[src/verilog/timer_map.svh]
// Register indices, field positions, reset values and timing counts
`ifndef TIMER_MAP_SVH
`define TIMER_MAP_SVH

// ==========================================================
// Register indices (byte address is four times the index)
`define IDX_W 12
`define IDX_COUNT_LOW 12'hFD2
`define IDX_COUNT_HIGH 12'hFD3
`define IDX_CTRL_ZERO 12'hFD4
`define IDX_CTRL_ONE 12'hFD5
`define IDX_IRQ_STATUS 12'hFD6
`define IDX_IRQ_MASK 12'hFD7

// ==========================================================
// Field positions of control register zero
`define C0_RUN_BIT 7
`define C0_OUT_BIT 5
`define C0_WIDE_BIT 4
`define C0_DIV_MSB 3
`define C0_DIV_LSB 0

// ==========================================================
// Field positions of control register one
`define C1_SRC_MSB 7
`define C1_SRC_LSB 5
`define C1_BYPASS_BIT 4
`define C1_PRE_MSB 3
`define C1_PRE_LSB 0

// ==========================================================
// Reset values and timing
`define CTRL_RESET 8'h00
`define COUNT_RESET 8'h00
`define CLK_PERIOD_NS 4
`define INSTR_RATIO 4
`define INSTR_LAST 2'h3
`define PRE_CNT_W 15
`define RESP_OKAY 2'b00
`define RESP_SLVERR 2'b10

`endif

[src/verilog/timer_pkg.sv]
// Types shared by the timer control block
package timer_pkg;

    // Count source codes of control register one
    typedef enum logic [2:0] {
        SRC_PIN = 3'b000,
        SRC_PIN_INV = 3'b001,
        SRC_INSTR = 3'b010,
        SRC_OSC_A = 3'b011,
        SRC_OSC_B = 3'b100,
        SRC_OSC_C = 3'b101,
        SRC_OSC_D = 3'b110,
        SRC_LOGIC = 3'b111
    } count_src_t;

endpackage

[src/verilog/input_filter.sv]
// Three-stage input synchroniser with agreement filter
`timescale 1ns/1ps

module input_filter #(
    parameter int W = 6
) (
    input wire logic aclk, // System clock
    input wire logic aresetn, // Synchronous reset, active low
    input wire logic [W-1:0] raw_in, // Levels from outside the domain
    output logic [W-1:0] level_out // Filtered levels
);

    initial begin
        if (W < 1) begin
            $error("input_filter: W must be at least 1");
        end
    end

    // ==========================================================
    // Synchroniser chains, one per input
    genvar g;
    generate
        for (g = 0; g < W; g++) begin : gen_chain
            logic s1_q;
            logic s2_q;
            logic s3_q;
            logic lvl_q;
            // Stage one feeds stage two only; metastability hazard
            always_ff @(posedge aclk) begin
                if (!aresetn) begin
                    s1_q <= 1'b0;
                    s2_q <= 1'b0;
                    s3_q <= 1'b0;
                    lvl_q <= 1'b0;
                end else begin
                    s1_q <= raw_in[g];
                    s2_q <= s1_q;
                    s3_q <= s2_q;
                    if (s2_q == s3_q) begin
                        lvl_q <= s3_q; // Change counts once stages agree
                    end
                end
            end
            assign level_out[g] = lvl_q;
        end
    endgenerate

endmodule

[src/verilog/timer_control_registers.sv]
// Timer control registers, prescaler, counter and output divider
`timescale 1ns/1ps

`include "timer_map.svh"

module timer_control_registers
    import timer_pkg::*;
#(
    parameter int ADDR_W = 14
) (
    input wire logic aclk, // System clock, 250 MHz
    input wire logic aresetn, // Synchronous reset, active low
    input wire logic [ADDR_W-1:0] s_axi_awaddr, // Write address
    input wire logic s_axi_awvalid, // Write address valid
    output logic s_axi_awready, // Write address ready
    input wire logic [31:0] s_axi_wdata, // Write data
    input wire logic [3:0] s_axi_wstrb, // Write byte strobes
    input wire logic s_axi_wvalid, // Write data valid
    output logic s_axi_wready, // Write data ready
    output logic [1:0] s_axi_bresp, // Write response
    output logic s_axi_bvalid, // Write response valid
    input wire logic s_axi_bready, // Write response ready
    input wire logic [ADDR_W-1:0] s_axi_araddr, // Read address
    input wire logic s_axi_arvalid, // Read address valid
    output logic s_axi_arready, // Read address ready
    output logic [31:0] s_axi_rdata, // Read data
    output logic [1:0] s_axi_rresp, // Read response
    output logic s_axi_rvalid, // Read data valid
    input wire logic s_axi_rready, // Read data ready
    input wire logic pin_clk_in, // Count pin, external
    input wire logic [4:0] osc_clk_in, // Sources for codes 3 to 7
    output logic timer_toggle_output, // Divided timer output level
    output logic irq // Level interrupt
);

    initial begin
        if (ADDR_W < 14 || ADDR_W > 32) begin
            $error("timer_control_registers: ADDR_W out of range");
        end
    end

    // Word index of a byte address, used by both channels
    function automatic logic [`IDX_W-1:0] word_idx(
        input logic [ADDR_W-1:0] a
    );
        word_idx = a[`IDX_W+1:2];
    endfunction

    // ==========================================================
    // Register state
    logic run_q;
    logic wide_q;
    logic [3:0] div_sel_q;
    logic [7:0] ctrl1_q;
    logic [7:0] cnt_lo_q;
    logic [7:0] cnt_hi_q;
    logic [7:0] hreg_q;
    logic [7:0] hbuf_q;
    logic status_q;
    logic mask_q;
    logic out_q;
    logic irq_q;

    // ==========================================================
    // AXI4-Lite write channel
    logic aw_held_q;
    logic w_held_q;
    logic [`IDX_W-1:0] aw_idx_q;
    logic [31:0] wdata_q;
    logic [3:0] wstrb_q;
    logic bvalid_q;
    logic [1:0] bresp_q;

    wire aw_take = s_axi_awvalid && !aw_held_q && !bvalid_q;
    wire w_take = s_axi_wvalid && !w_held_q && !bvalid_q;
    wire wr_fire = aw_held_q && w_held_q && !bvalid_q;
    wire wr_lane = wstrb_q[0];

    // Write decode, only with the low byte lane strobed
    wire wr_lo = wr_fire && wr_lane && aw_idx_q == `IDX_COUNT_LOW;
    wire wr_hi = wr_fire && wr_lane && aw_idx_q == `IDX_COUNT_HIGH;
    wire wr_c0 = wr_fire && wr_lane && aw_idx_q == `IDX_CTRL_ZERO;
    wire wr_c1 = wr_fire && wr_lane && aw_idx_q == `IDX_CTRL_ONE;
    wire wr_st = wr_fire && wr_lane && aw_idx_q == `IDX_IRQ_STATUS;
    wire wr_mk = wr_fire && wr_lane && aw_idx_q == `IDX_IRQ_MASK;
    wire wr_mapped = aw_idx_q >= `IDX_COUNT_LOW
        && aw_idx_q <= `IDX_IRQ_MASK;
    wire [7:0] wbyte = wdata_q[7:0];

    // Address and data may arrive in either order
    always_ff @(posedge aclk) begin
        if (!aresetn) begin
            aw_held_q <= 1'b0;
            w_held_q <= 1'b0;
            aw_idx_q <= '0;
            wdata_q <= 32'h0000_0000;
            wstrb_q <= 4'h0;
        end else begin
            if (aw_take) begin
                aw_held_q <= 1'b1;
                aw_idx_q <= word_idx(s_axi_awaddr);
            end else if (wr_fire) begin
                aw_held_q <= 1'b0;
            end
            if (w_take) begin
                w_held_q <= 1'b1;
                wdata_q <= s_axi_wdata;
                wstrb_q <= s_axi_wstrb;
            end else if (wr_fire) begin
                w_held_q <= 1'b0;
            end
        end
    end

    // Response one cycle after both halves are held
    always_ff @(posedge aclk) begin
        if (!aresetn) begin
            bvalid_q <= 1'b0;
            bresp_q <= `RESP_OKAY;
        end else if (wr_fire) begin
            bvalid_q <= 1'b1;
            bresp_q <= wr_mapped ? `RESP_OKAY : `RESP_SLVERR;
        end else if (s_axi_bready) begin
            bvalid_q <= 1'b0;
        end
    end

    // Ready flags come from flops fed by the next hold state
    logic awready_q;
    logic wready_q;
    wire aw_held_d = aw_take || (aw_held_q && !wr_fire);
    wire w_held_d = w_take || (w_held_q && !wr_fire);
    wire bvalid_d = wr_fire || (bvalid_q && !s_axi_bready);
    always_ff @(posedge aclk) begin
        if (!aresetn) begin
            awready_q <= 1'b1;
            wready_q <= 1'b1;
        end else begin
            awready_q <= !aw_held_d && !bvalid_d;
            wready_q <= !w_held_d && !bvalid_d;
        end
    end

    assign s_axi_awready = awready_q;
    assign s_axi_wready = wready_q;
    assign s_axi_bvalid = bvalid_q;
    assign s_axi_bresp = bresp_q;

    // ==========================================================
    // AXI4-Lite read channel
    logic rvalid_q;
    logic [31:0] rdata_q;
    logic [1:0] rresp_q;

    wire ar_take = s_axi_arvalid && !rvalid_q;
    wire [`IDX_W-1:0] ar_idx = word_idx(s_axi_araddr);
    wire rd_lo = ar_take && ar_idx == `IDX_COUNT_LOW;
    wire rd_ok = ar_idx >= `IDX_COUNT_LOW && ar_idx <= `IDX_IRQ_MASK;
    wire [7:0] ctrl0_view = {run_q, 1'b0, out_q, wide_q, div_sel_q};

    // Read mux; bits above the byte read as zero
    logic [7:0] rbyte;
    always_comb begin
        case (ar_idx)
            `IDX_COUNT_LOW: rbyte = cnt_lo_q;
            `IDX_COUNT_HIGH: rbyte = hreg_q;
            `IDX_CTRL_ZERO: rbyte = ctrl0_view;
            `IDX_CTRL_ONE: rbyte = ctrl1_q;
            `IDX_IRQ_STATUS: rbyte = {7'h00, status_q};
            `IDX_IRQ_MASK: rbyte = {7'h00, mask_q};
            default: rbyte = 8'h00;
        endcase
    end

    always_ff @(posedge aclk) begin
        if (!aresetn) begin
            rvalid_q <= 1'b0;
            rdata_q <= 32'h0000_0000;
            rresp_q <= `RESP_OKAY;
        end else if (ar_take) begin
            rvalid_q <= 1'b1;
            rdata_q <= {24'h000000, rbyte};
            rresp_q <= rd_ok ? `RESP_OKAY : `RESP_SLVERR;
        end else if (s_axi_rready) begin
            rvalid_q <= 1'b0;
        end
    end

    // Registered so that the output comes straight from a flop
    logic arready_q;
    wire rvalid_d = ar_take || (rvalid_q && !s_axi_rready);
    always_ff @(posedge aclk) begin
        if (!aresetn) begin
            arready_q <= 1'b1;
        end else begin
            arready_q <= !rvalid_d;
        end
    end

    assign s_axi_arready = arready_q;
    assign s_axi_rvalid = rvalid_q;
    assign s_axi_rdata = rdata_q;
    assign s_axi_rresp = rresp_q;

    // ==========================================================
    // Source selection and edge detection
    logic [5:0] ext_lvl;
    logic [1:0] phase_q;
    logic sel_prev_q;

    input_filter #(
        .W(6)
    ) u_filter (
        .aclk(aclk),
        .aresetn(aresetn),
        .raw_in({osc_clk_in, pin_clk_in}),
        .level_out(ext_lvl)
    );

    // Instruction clock runs at a quarter of the system rate
    wire instr_tick = phase_q == `INSTR_LAST;
    wire instr_lvl = phase_q[1];
    wire bypass = ctrl1_q[`C1_BYPASS_BIT];
    wire [3:0] pre_sel = ctrl1_q[`C1_PRE_MSB:`C1_PRE_LSB];
    count_src_t src_sel;
    assign src_sel = count_src_t'(ctrl1_q[`C1_SRC_MSB:`C1_SRC_LSB]);

    logic sel_lvl;
    always_comb begin
        case (src_sel)
            SRC_PIN: sel_lvl = ext_lvl[0];
            SRC_PIN_INV: sel_lvl = !ext_lvl[0];
            SRC_INSTR: sel_lvl = instr_lvl;
            SRC_OSC_A: sel_lvl = ext_lvl[1];
            SRC_OSC_B: sel_lvl = ext_lvl[2];
            SRC_OSC_C: sel_lvl = ext_lvl[3];
            SRC_OSC_D: sel_lvl = ext_lvl[4];
            SRC_LOGIC: sel_lvl = ext_lvl[5];
            default: sel_lvl = 1'b0;
        endcase
    end

    wire src_edge = sel_lvl && !sel_prev_q;

    always_ff @(posedge aclk) begin
        if (!aresetn) begin
            phase_q <= 2'h0;
            sel_prev_q <= 1'b0;
        end else begin
            phase_q <= phase_q + 2'h1;
            sel_prev_q <= sel_lvl;
        end
    end

    // ==========================================================
    // Prescaler, sync alignment and output divider
    logic [`PRE_CNT_W-1:0] pre_cnt_q;
    logic pend_q;
    logic [3:0] post_q;

    // Any control or low byte write restarts both dividers
    wire div_clear = wr_c0 || wr_c1 || wr_lo;
    wire ctl_write = div_clear || wr_hi;
    // Terminal prescaler value is two to the field, minus one
    wire [`PRE_CNT_W-1:0] pre_last =
        `PRE_CNT_W'((32'h1 << pre_sel) - 32'h1);
    wire pre_tick = run_q && !ctl_write && src_edge
        && pre_cnt_q == pre_last;
    // Sync mode waits for the quarter-rate tick; bypass does not
    wire cnt_tick = bypass ? pre_tick
        : (pend_q && instr_tick && run_q && !ctl_write);

    always_ff @(posedge aclk) begin
        if (!aresetn || div_clear) begin
            pre_cnt_q <= '0;
            pend_q <= 1'b0;
        end else if (run_q && src_edge) begin
            pre_cnt_q <= pre_tick ? '0 : pre_cnt_q + 1'b1;
            pend_q <= pre_tick || (pend_q && !cnt_tick);
        end else begin
            pend_q <= pend_q && !cnt_tick;
        end
    end

    // ==========================================================
    // Counter datapath
    wire lo_match = cnt_lo_q == hbuf_q;
    wire full16 = {cnt_hi_q, cnt_lo_q} == 16'hFFFF;
    wire period_evt = cnt_tick && (wide_q ? full16 : lo_match);
    wire [15:0] cnt_inc = {cnt_hi_q, cnt_lo_q} + 16'h0001;

    always_ff @(posedge aclk) begin
        if (!aresetn) begin
            cnt_lo_q <= `COUNT_RESET;
            cnt_hi_q <= `COUNT_RESET;
            hbuf_q <= `COUNT_RESET;
        end else if (wr_lo) begin
            cnt_lo_q <= wbyte;
            cnt_hi_q <= hreg_q;
            hbuf_q <= hreg_q;
        end else if (cnt_tick && wide_q) begin
            cnt_lo_q <= cnt_inc[7:0];
            cnt_hi_q <= cnt_inc[15:8];
        end else if (cnt_tick && lo_match) begin
            cnt_lo_q <= 8'h00;
            hbuf_q <= hreg_q;
        end else if (cnt_tick) begin
            cnt_lo_q <= cnt_lo_q + 8'h01;
        end
    end

    // High byte register: written by software, latched on low read in wide mode
    always_ff @(posedge aclk) begin
        if (!aresetn) begin
            hreg_q <= `COUNT_RESET;
        end else if (wr_hi) begin
            hreg_q <= wbyte;
        end else if (rd_lo && wide_q) begin
            hreg_q <= cnt_hi_q;
        end
    end

    // Divider counts events; terminal count toggles the output
    wire post_done = period_evt && post_q == div_sel_q;
    always_ff @(posedge aclk) begin
        if (!aresetn || div_clear) begin
            post_q <= 4'h0;
        end else if (period_evt) begin
            post_q <= post_done ? 4'h0 : post_q + 4'h1;
        end
    end

    always_ff @(posedge aclk) begin
        if (!aresetn) begin
            out_q <= 1'b0;
        end else if (post_done) begin
            out_q <= !out_q;
        end
    end

    // ==========================================================
    // Control registers; output bit and bit 6 are not stored
    always_ff @(posedge aclk) begin
        if (!aresetn) begin
            run_q <= 1'b0;
            wide_q <= 1'b0;
            div_sel_q <= 4'h0;
            ctrl1_q <= `CTRL_RESET;
        end else begin
            if (wr_c0) begin
                run_q <= wbyte[`C0_RUN_BIT];
                wide_q <= wbyte[`C0_WIDE_BIT];
                div_sel_q <= wbyte[`C0_DIV_MSB:`C0_DIV_LSB];
            end
            if (wr_c1) begin
                ctrl1_q <= wbyte;
            end
        end
    end

    // ==========================================================
    // Interrupt: set beats a same-cycle write-one clear
    wire status_d = post_done || (status_q && !(wr_st && wbyte[0]));
    always_ff @(posedge aclk) begin
        if (!aresetn) begin
            status_q <= 1'b0;
            mask_q <= 1'b0;
            irq_q <= 1'b0;
        end else begin
            status_q <= status_d;
            if (wr_mk) begin
                mask_q <= wbyte[0];
            end
            irq_q <= status_d && (wr_mk ? wbyte[0] : mask_q);
        end
    end

    assign timer_toggle_output = out_q;
    assign irq = irq_q;

    // ==========================================================
    // Assertions
    chk_idle_holds: assert property (@(posedge aclk) disable iff (!aresetn)
        !run_q && !wr_lo |=> $stable(cnt_lo_q) && $stable(cnt_hi_q))
        else $error("Counter moved while disabled");
    chk_out_readonly: assert property (@(posedge aclk)
        disable iff (!aresetn) wr_c0 |=> $stable(out_q))
        else $error("Control write changed output");
    chk_wide_wrap: assert property (@(posedge aclk) disable iff (!aresetn)
        cnt_tick && wide_q && full16 && !wr_lo
        |=> {cnt_hi_q, cnt_lo_q} == 16'h0000)
        else $error("16-bit counter did not wrap");
    chk_byte_match: assert property (@(posedge aclk) disable iff (!aresetn)
        cnt_tick && !wide_q && lo_match && !wr_lo
        |=> cnt_lo_q == 8'h00 && hbuf_q == $past(hreg_q))
        else $error("8-bit match did not clear and reload");
    chk_div_ratio: assert property (@(posedge aclk) disable iff (!aresetn)
        $changed(out_q) |-> $past(post_q) == $past(div_sel_q))
        else $error("Output toggled off divider count");
    chk_flag_toggle: assert property (@(posedge aclk)
        disable iff (!aresetn) $changed(out_q) |-> status_q)
        else $error("Toggle without interrupt flag");
    chk_pre_ratio: assert property (@(posedge aclk) disable iff (!aresetn)
        pre_tick |-> pre_cnt_q == pre_last && src_edge)
        else $error("Prescaler ticked early");
    chk_div_clear: assert property (@(posedge aclk) disable iff (!aresetn)
        div_clear |=> pre_cnt_q == '0 && post_q == 4'h0)
        else $error("Dividers not cleared by write");
    chk_sync_align: assert property (@(posedge aclk)
        disable iff (!aresetn)
        cnt_tick && !bypass |-> phase_q == `INSTR_LAST)
        else $error("Synchronous count off instruction tick");
    chk_bit6_zero: assert property (@(posedge aclk) disable iff (!aresetn)
        ar_take && ar_idx == `IDX_CTRL_ZERO |=> !s_axi_rdata[6])
        else $error("Unimplemented bit read as one");
    cov_byte_toggle: cover property (@(posedge aclk) disable iff (!aresetn)
        post_done && !wide_q);
    cov_wide_wrap: cover property (@(posedge aclk) disable iff (!aresetn)
        period_evt && wide_q);
    cov_irq_raise: cover property (@(posedge aclk) disable iff (!aresetn)
        $rose(irq_q));

endmodule

[config.mk]
export PLATFORM = sky130hd
export DESIGN_NAME = timer_control_registers
export DESIGN_NICKNAME = d
export VERILOG_FILES = /design/src/verilog/timer_pkg.sv /design/src/verilog/input_filter.sv /design/src/verilog/timer_control_registers.sv
export VERILOG_INCLUDE_DIRS = /design/src /design/src/verilog
export SDC_FILE = /design/constraint.sdc
export NUM_CORES = 1
export LEC_CHECK = 0
export ABC_AREA = 1
export BUFFER_PORTS_ARGS = -buffer_cell sky130_fd_sc_hd__buf_4
export CORE_MARGIN = 1
export CORE_UTILIZATION = 50
export DETAILED_ROUTE_END_ITERATION = 6
export PLACE_DENSITY = 0.72
export SYNTH_ARGS = -nofsm -noshare
export SYNTH_HDL_FRONTEND = slang
export SYNTH_SLANG_ARGS = --single-unit
[constraint.sdc]
create_clock -name aclk -period 2.7 [get_ports aclk]
set_input_delay 0.135 -clock aclk [delete_from_list [all_inputs] [get_ports aclk]]
set_output_delay 0.135 -clock aclk [all_outputs]
set_load 0.02 [all_outputs]
; ---- Word-level counts from Yosys, hierarchy flattened
; Index checks and enable logic that the tools add are counted.
[classes]
mux = 28
n_shift = 1
add_sub_neg = 6
eq_ne = 31
reduce_logical = 78
n_lt_le_gt_ge = 4
[op_table]
columns = operator, count
row1 = $eq 12x12->1 const B, 12
row2 = $mux 8, 11
row3 = $pmux 8 s6, 1
row4 = $logic_and 1x1->1, 40
row5 = $ge 12x12->1 const B, 2
row6 = $le 12x12->1 const B, 2
row7 = $logic_not 1->1, 18
row8 = $add 16x1->16 const B, 1
row9 = $eq 16x16->1 const B, 1
row10 = $add 15x1->15 const B, 1
row11 = $eq 15x15->1, 1
row12 = $mux 15, 1
row13 = $shl 1x4->15 const A, 1
row14 = $sub 15x1->15 const B, 1
row15 = $reduce_bool 2->1, 7
row16 = $eq 3x3->1 const B, 4
row17 = $mux 1, 11
row18 = $logic_or 1x1->1, 10
row19 = $add 8x1->8 const B, 1
row20 = $eq 8x8->1, 1
row21 = $pmux 1 s8, 1
row22 = $eq 1x1->1, 6
row23 = $eq 3x2->1 const B, 2
row24 = $add 4x1->4 const B, 1
row25 = 10 further kinds, 11
[word_totals]
input_bits = 77
register_bits = 137
output_inout_bits = 43

; ---- Longest topological paths before layout
; Gate-level depths: netlist of the first run.
[logic_depth]
depth_word = 16
ltp_mapped = 22
ltp_nobuf = 20

; ---- By module
; A second synthesis of the first run with hierarchy kept.
[unflattened]
hier_cells = 1024
hier_area_um2 = 7139.3
[by_module_without_submodules]
columns = mod, area_each_um2, n_inst, cells_per_inst
row1 = timer_control_registers, 6364.9, 1, 938
row2 = input_filter, 774.5, 1, 86

; ---- Worst setup path after synthesis of the first run
; OpenSTA, ideal clock, no wires.
[synth_timing]
path_type = register -> register
from = register ctrl1_q[1]
to = register post_q[3]
n_path_buf = 2
required_time_ps = 2586
stages_incl_launch_ff = 20
synth_period_minus_slack_ps = 2371
slack_ps = 329
setup_time_ps = 114
arrival_ps = 2258
path_cell_list = dfxtp_1 > buf_2 > nor2_4 > nand2_1 > ha_1 > xor2_1 > nand2_1 > nor2_1 > nand3_1 > nor2_1 > nand2_1 > nor2_4 > nand3_4 > nand2_4 > buf_12 > nand2_4 > nor2_1 > nand2_1 > nand2_1 > nor2_1
[synth_via]
elab_chain_len = 8
[synth_lines]
columns = element, line
row1 = start: declaration, timer_control_registers.sv:54  ; logic [7:0] ctrl1_q;
row2 = start signal: assignment, timer_control_registers.sv:348  ; ctrl1_q <= `CTRL_RESET;
row3 = start signal: assignment, timer_control_registers.sv:356  ; ctrl1_q <= wbyte;
row4 = $shl 1x4->15 *, timer_control_registers.sv:266  ; `PRE_CNT_W'((32'h1 << pre_sel) - 32'h1);
row5 = $sub 15x1->15 *, timer_control_registers.sv:266
row6 = $eq 15x15->1 *, timer_control_registers.sv:268  ; && pre_cnt_q == pre_last;
row7 = $logic_and 1x1->1 *, timer_control_registers.sv:268
row8 = $mux 1 *, timer_control_registers.sv:270  ; wire cnt_tick = bypass ? pre_tick
row9 = $logic_and 1x1->1 *, timer_control_registers.sv:289  ; wire period_evt = cnt_tick && (wide_q ? full16 : lo_match);
row10 = $logic_and 1x1->1, timer_control_registers.sv:324  ; wire post_done = period_evt && post_q == div_sel_q;
row11 = $mux 4, timer_control_registers.sv:329  ; post_q <= post_done ? 4'h0 : post_q + 4'h1;
row12 = end signal: assignment, timer_control_registers.sv:329
row13 = end: declaration, timer_control_registers.sv:259  ; logic [3:0] post_q;
; Every way passes the cells marked *; elsewhere a longest branch is shown, timed or not.
; A chain may end at the register's enable or synchronous reset.

; ---- Worst setup path in the final report of the first run
[layout_timing]
from = register ctrl1_q[2]
to = register irq_q (netlist: irq)
[layout_via]
elab_chain_len = 9
[layout_lines]
columns = element, line
row1 = $shl 1x4->15, timer_control_registers.sv:266
row2 = $sub 15x1->15, timer_control_registers.sv:266
row3 = $eq 15x15->1, timer_control_registers.sv:268
row4 = $logic_and 1x1->1, timer_control_registers.sv:268
row5 = $mux 1, timer_control_registers.sv:270
row6 = $logic_and 1x1->1, timer_control_registers.sv:289
row7 = $logic_and 1x1->1, timer_control_registers.sv:324
row8 = $logic_or 1x1->1, timer_control_registers.sv:363  ; wire status_d = post_done || (status_q && !(wr_st && wbyte[0]));
row9 = $logic_and 1x1->1, timer_control_registers.sv:374  ; irq_q <= status_d && (wr_mk ? wbyte[0] : mask_q);
row10 = end signal: assignment, timer_control_registers.sv:374
row11 = end: declaration, timer_control_registers.sv:62  ; logic irq_q;
; Every way passes these cells.

==> results of run 1 <==
==> cells in the mapped netlist, types with 5 or more instances <==
| cell type | instances | share of area, % |
|---|---|---|
| xnor2_1 | 7 | 0.85 |
| buf_4 | 28 | 2.9 |
| nand2_1 | 191 | 10 |
| clkbuf_1 | 23 | 1.2 |
| xor2_1 | 22 | 2.7 |
| inv_2 | 5 | 0.26 |
| o21ai_1 | 5 | 0.35 |
| nor3_1 | 17 | 1.2 |
| nor2_4 | 5 | 0.78 |
| nand2_2 | 17 | 1.5 |
| ha_1 | 5 | 0.87 |
| dfxtp_1 | 135 | 38 |
| o22ai_1 | 11 | 0.96 |
| inv_1 | 128 | 6.7 |
| nor2_1 | 135 | 7.0 |
| o21ai_0 | 79 | 5.5 |
| a21oi_1 | 67 | 4.7 |
| nand4_1 | 25 | 2.2 |
| nand3_1 | 73 | 5.1 |
| a31oi_1 | 9 | 0.78 |
| a21oi_2 | 8 | 0.97 |
==> critical path: cells and delay by family (launching register included) <==
family	cells	cell delay (ns)
and+or+nand+nor	13	1.48
xor gates and xnor gates	1	0.19
DFF	1	0.33
adders and majority gates	1	0.34
buffers and inverters	1	0.05
==> sequential cells by signal, indices dropped and copies added, names as in the netlist, 2 cells and up <==
signal,count
aw_idx_q,12
cnt_hi_q,8
cnt_lo_q,8
ctrl1_q,8
div_sel_q,4
hbuf_q,8
hreg_q,8
phase_q,2
post_q,4
pre_cnt_q,15
s_axi_rdata,8
u_filter.gen_chain.lvl_q,6
u_filter.gen_chain.s1_q,6
u_filter.gen_chain.s2_q,6
u_filter.gen_chain.s3_q,6
wdata_q,8
==> per-stage QoR <==
stage | instance area [sq um] | power [uW]
6_report | 8690 | 4740
5_1_grt | 8690 | 4900
3_3_place_gp | 7820 | 2400
4_1_cts | 8650 | 4760
2_1_floorplan | 7290 | 2320
3_5_place_dp | 7820 | 2410
==> cell type report <==
cell class	instances	area, sq um
multi-input combinational	742	3760
timing repair buffer	111	893
clock buffer	18	429
tap	180	225
sequential	135	2700
fill	1302	5240
clock inverter	14	163
inverter	137	517
==> final timing paths <==
check,end,slack (ns),from
setup / recovery,irq,0.22,ctrl1_q[2]
hold / removal,aw_idx_q[5],0.02,s_axi_awaddr[7]
setup reg to reg,irq,0.22,ctrl1_q[2]
hold reg to reg,u_filter.gen_chain[3].s2_q,0.41,u_filter.gen_chain[3].s1_q
==> power by group through the flow <==
| stage | Clock, uW | Sequential (uW) | Combinational (uW) |
|---|---|---|---|
| final | 2340 | 2090 | 306 |
| after global routing | 2460 | 2100 | 342 |
| after CTS | 2370 | 2090 | 304 |
| after detailed placement | 0 | 2130 | 276 |
| after global placement | 0 | 2130 | 270 |
| after floorplan | 0 | 2130 | 190 |
==> layer usage <==
| layer | share of wire [%] | vias to the layer above | track usage [%] |
|---|---|---|---|
| li1 | - | 3563 | - |
| met1 | 46 | 3172 | 33.7 |
| met2 | 46 | 225 | 43.4 |
| met3 | 6.1 | 34 | 5.48 |
| met4 | 2.3 | 0 | 11.0 |
| met5 | 0 | - | 0 |
==> cell families (layout without fill, tap and decap cells) <==
logic type	count (synthesis)	count (layout)	share of synthesized area (%)
XOR/XNOR	29	29	3.53
buffers and inverters	193	280	11.9
flip-flops	135	135	37.6
other	1	26	0.0521
adder cells (fa/ha/maj)	5	5	0.869
AO/OA/AOI/OAI	191	191	14.7
AND/OR/NAND/NOR	489	490	31.2
multiplexers	1	1	0.156
==> repair_timing <==
action / 4_1_cts / 5_1_grt
gates resized for setup: 0 / 4
buffers inserted: 0 / 1
hold buffers: 24 / 0
endpoints found under the hold margin: 24 / 0
endpoints found under the setup margin: 0 / 22
==> qor.yml, run 1 <==
power:
  seq_power_share_pct: 44.1
  p_per_area_nw_per_um2: 545
  ir_worst_vdd_uv: 461
  p_int_uw: 3550
  combPwrFrac_pct: 6.5
  clkPwrFrac_pct: 49.4
  p_sw_share_pct: 25.0
  p_leak_uw: 0.00376
  switchingPower_uw: 1190
timing:
  fin_worst_skew_ns: 0.0117
  rsz0062_at_grt: "no"
  whs_ns: 0.0162
  period_share_pct: 91.8
  worst_pin_slew_ns: 0.706
  post-route-min-period_ns: 2.48
  slew_viol_final: 0
  finalSetupViolCount: 0
  slew_headroom_pct: 53.0
  hold_violations: 0
  clock.fmax_mhz: 403
  layout_setup_ws_ns: 0.221
  finalSetupTns_ns: 0
synthesis:
  syn_avg_cell_area_sq_um: 6.89
  synth_cell_types: 51
  synthArstFlopShare_pct: 0
  yosysWarnings: 0
  synth_edf_count: 0
  netlist_instances: 1044
  synth_seq_cells: 135
  syn_area_sq_um: 7200
  synth_flop_cell: "dfxtp_1"
  ys_seq_area_share_pct: 37.6
global_route:
  grt_antenna_before_repair: 0
  grt_use_total_pct: 26.5
  grt-ovfl-total: 0
  grt_pass1_wl_um: 30500
  first_global_vias: 6508
  grt_max_degree: 80
cts:
  htreeDepth: 4
  insertion_delay_ns: 0.43
  numCtsBuffers: 17
  cts.path.max_buffers: 2
  cts_tree: "done"
  cts.sinks: 135
  clockRootBuffer: "clkbuf_16"
  clk_pin_slew_ns: 0.07
hold_path:
  hp-class: "in2reg"
  holdPathStages: 3
worst_setup_path:
  arrival_ns: 2.82
  worst_path_max_delay_cell: "ha_2"
  worst_setup_path_end_kind: "flop"
  critPathMaxFanout: 10
  r2r_cells: 16
  path_cells: "nor2_4 > nand3_1 > ha_2 > xor2_1 > nand2_1 > nor2_1 > nand3_1 > nor2_1 > nand2_1 > nor2_4 > nand3_4 > nand2_8 > nand3_2 > nand2_1 > inv_2 > nor3_4"
  worstPathRequired_ns: 3.04
  slowest_delay_ns: 0.34
  worstSetupStartpointType: "flop"
  crit_top_cell: "nand2_1"
  critPathKind: "reg2reg"
cells_and_area:
  final_common_cell: "nand2_1"
  syn2layout_area_growth_pct: 20.8
  drive_above_1_share_pct: 15.3
  fin_util_pct: 62.4
  instances_no_fill: 1337
  nets: 1226
  n_antenna_cell: 0
  mostFrequentLayoutCells: "nand2_1 (191), nor2_1 (135), dfxtp_1 (135), inv_1 (128), buf_4 (87)"
run:
  maxCapViolations: 0
drt:
  avgViaCountPerCell: 5.23
  first_iter_violations: 567
  vias: 6994
  wire_per_inst_um: 14.1
  drtAntennaViolNets: 0
  routed_wl_um: 18800
  firstDrtPassIters: 5
  post-route-drc-count: 0
outcome:
  status: "finished, final reports clean"
placed_design:
  dpl_worst_slack_ns: 0.179
  port_buffers: 62
  hpwl_um: 13700
  routabilityCongestion: 0.934
  place_inst: 1279
die:
  rows: 43
  ioPinCount: 120
  coreArea_sq_um: 13900
  dieArea_sq_um: 14900
  die_w_um: 122
  chipHeight_um: 122
  initial_core_util_pct: 51.6
Note: power is estimated with default switching activity, not from simulation.
==> run 2: changes to the inputs <==
CTS_BUF_LIST = sky130_fd_sc_hd__clkbuf_4   (was not set)
==> qor.yml, run 2 (synthesized netlist as in run 1, its figures left out) <==
die:
  coreArea_sq_um: 13900
  chipHeight_um: 122
  die_w_um: 122
  ioPinCount: 120
  dieArea_sq_um: 14900
  initial_core_util_pct: 51.6
  rows: 43
worst_setup_path:
  arrival_ns: 2.96
  worst_path_max_delay_cell: "dfxtp_1"
  worstSetupStartpoint: "ctrl1_q[3]"
  critPathKind: "reg2reg"
  worstPathRequired_ns: 3.19
  timing.rr.end: "cnt_hi_q[7]"
  r2r_cells: 16
  cp-endpoint: "cnt_hi_q[7]"
  path_cells: "nor2_4 > nand3_1 > ha_2 > xor2_2 > nand2_1 > nor2_1 > nand3_1 > nor2_1 > nand2_1 > nor2_4 > nand3_4 > nand2_8 > nand2_8 > nand2_8 > nand2_2 > a21oi_2"
  r2r_slack_ns: 0.23
  worstSetupStartpointType: "flop"
  critPathMaxFanout: 9
  worst_setup_path_end_kind: "flop"
  slowest_delay_ns: 0.35
  r2r_start: "ctrl1_q[3]"
  crit_top_cell: "nand2_8"
cells_and_area:
  mostFrequentLayoutCells: "nand2_1 (191), nor2_1 (135), dfxtp_1 (135), inv_1 (128), buf_4 (87)"
  final_common_cell: "nand2_1"
  fin_util_pct: 61.1
  nets: 1236
  syn2layout_area_growth_pct: 18.3
  largest_reg_flops: 15
  regMostFlops: "pre_cnt_q"
  final-seq-area_sq_um: 2700
  n_antenna_cell: 0
  multi_input_area_sq_um: 3790
  biggestRegsByFlops: "pre_cnt_q: 15 flops, aw_idx_q: 12 flops"
  fillCellCount: 1334
  drive_above_1_share_pct: 15.4
timing:
  finalSetupTns_ns: 0
  whs_ns: 0.0362
  period_share_pct: 91.5
  fin_worst_skew_ns: 0.0217
  finalSetupViolCount: 0
  clock.fmax_mhz: 405
  slew_headroom_pct: 52.7
  slew_viol_final: 0
  hold_violations: 0
  worst_pin_slew_ns: 0.709
  post-route-min-period_ns: 2.47
cts:
  cts_tree: "done"
  htreeDepth: 4
  numCtsBuffers: 17
  insertion_delay_ns: 0.57
  cts.path.max_buffers: 2
  clk_pin_slew_ns: 0.12
  clockRootBuffer: "clkbuf_4"
  cts.sinks: 135
global_route:
  grt_antenna_before_repair: 0
  busiest_layer: "met2"
  grt_max_degree: 80
  grt_use_total_pct: 26.4
  use_met3_pct: 5.34
  first_global_vias: 6441
  met2_usage_pct: 43.2
  gr-usage-met1_pct: 34.4
  grt_pass1_wl_um: 30500
  grt-ovfl-total: 0
drt:
  first_iter_violations: 603
  avgViaCountPerCell: 5.23
  vias: 7042
  firstDrtPassIters: 5
  wire_per_inst_um: 14.0
  post-route-drc-count: 0
  drtAntennaViolNets: 0
  routed_wl_um: 18900
power:
  p_sw_share_pct: 27.8
  clkPwrFrac_pct: 37.1
  seq_power_share_pct: 54.6
  switchingPower_uw: 1060
  p_leak_uw: 0.00368
  totalPowerFinal_uw: 3830
  ir_worst_vdd_uv: 446
  combPwrFrac_pct: 8.3
  p_int_uw: 2760
  p_per_area_nw_per_um2: 449
hold_path:
  hp-class: "in2reg"
placed_design:
  port_buffers: 62
  routabilityCongestion: 0.934
  hpwl_um: 13700
run:
  maxCapViolations: 0
outcome:
  status: "finished, final reports clean"
==> run 2: cell count changes in the layout (fill, tap and decap cells not counted), sizes merged <==
cell         previous run  this run
nand2                 213       214
dlygate4sd3            24        33
==> run 2: worst min path at each step <==
stage / startpoint / end / slack (ns) / depth (start not counted)
after global placement: osc_clk_in[1] / u_filter.gen_chain[2].s1_q / 0.32 / 3
after CTS: aresetn / pre_cnt_q[14] / 0.002 / 5
final: aresetn / pre_cnt_q[14] / 0.04 / 5
after global routing: aresetn / pre_cnt_q[14] / 0.007 / 5
after detailed placement: osc_clk_in[0] / u_filter.gen_chain[1].s1_q / 0.32 / 3
after floorplan: pin_clk_in / u_filter.gen_chain[0].s1_q / 0.23 / 2
==> run 2: layout make-up <==
cell class | instances | share of cell area, %
clock buffer | 18 | 1.59
clock inverter | 14 | 1.91
inverter | 137 | 6.07
multi-input combinational | 743 | 44.5
sequential | 135 | 31.7
tap | 180 | 2.64
timing repair buffer | 120 | 11.5
==> run 2: per-stage QoR <==
step	instance area, sq um	setup slack [ns]	std cells
6_report	8520	0.230	1347
4_1_cts	8450	0.143	1344
3_5_place_dp	7820	0.179	1279
3_3_place_gp	7820	0.221	1279
5_1_grt	8520	-0.00586	1347
2_1_floorplan	7290	0.329	1069
==> run 2: power groups by stage <==
stage	clock, uW	sequential (uW)	combinational (uW)
5_1_grt	1550	2100	355
4_1_cts	1450	2090	315
6_report	1420	2090	318
2_1_floorplan	0	2130	190
3_3_place_gp	0	2130	270
3_5_place_dp	0	2130	276
==> run 2: timing repair <==
action                                  CTS  global route
resized for setup                         0             6
endpoints found under the setup margin    0            25
hold buffers                             33             0
buffers inserted                          0             1
hold endpoints to repair                 33             0
==> run 2: layer usage <==
layer	share of wire [%]	vias up
li1	-	3578
met1	46	3234
met2	47	197
met3	5.1	33
met4	1.9	0
met5	0	-
==> run 2: worst max-delay path, delay by kind of cell, from the launching register on <==
| family | cells | cell delay [ns] |
|---|---|---|
| and+or+nand+nor | 13 | 1.45 |
| DFF | 1 | 0.35 |
| adders and majority gates | 1 | 0.35 |
| xor gates and xnor gates | 1 | 0.15 |
| AOI/OAI and AO/OA | 1 | 0.11 |
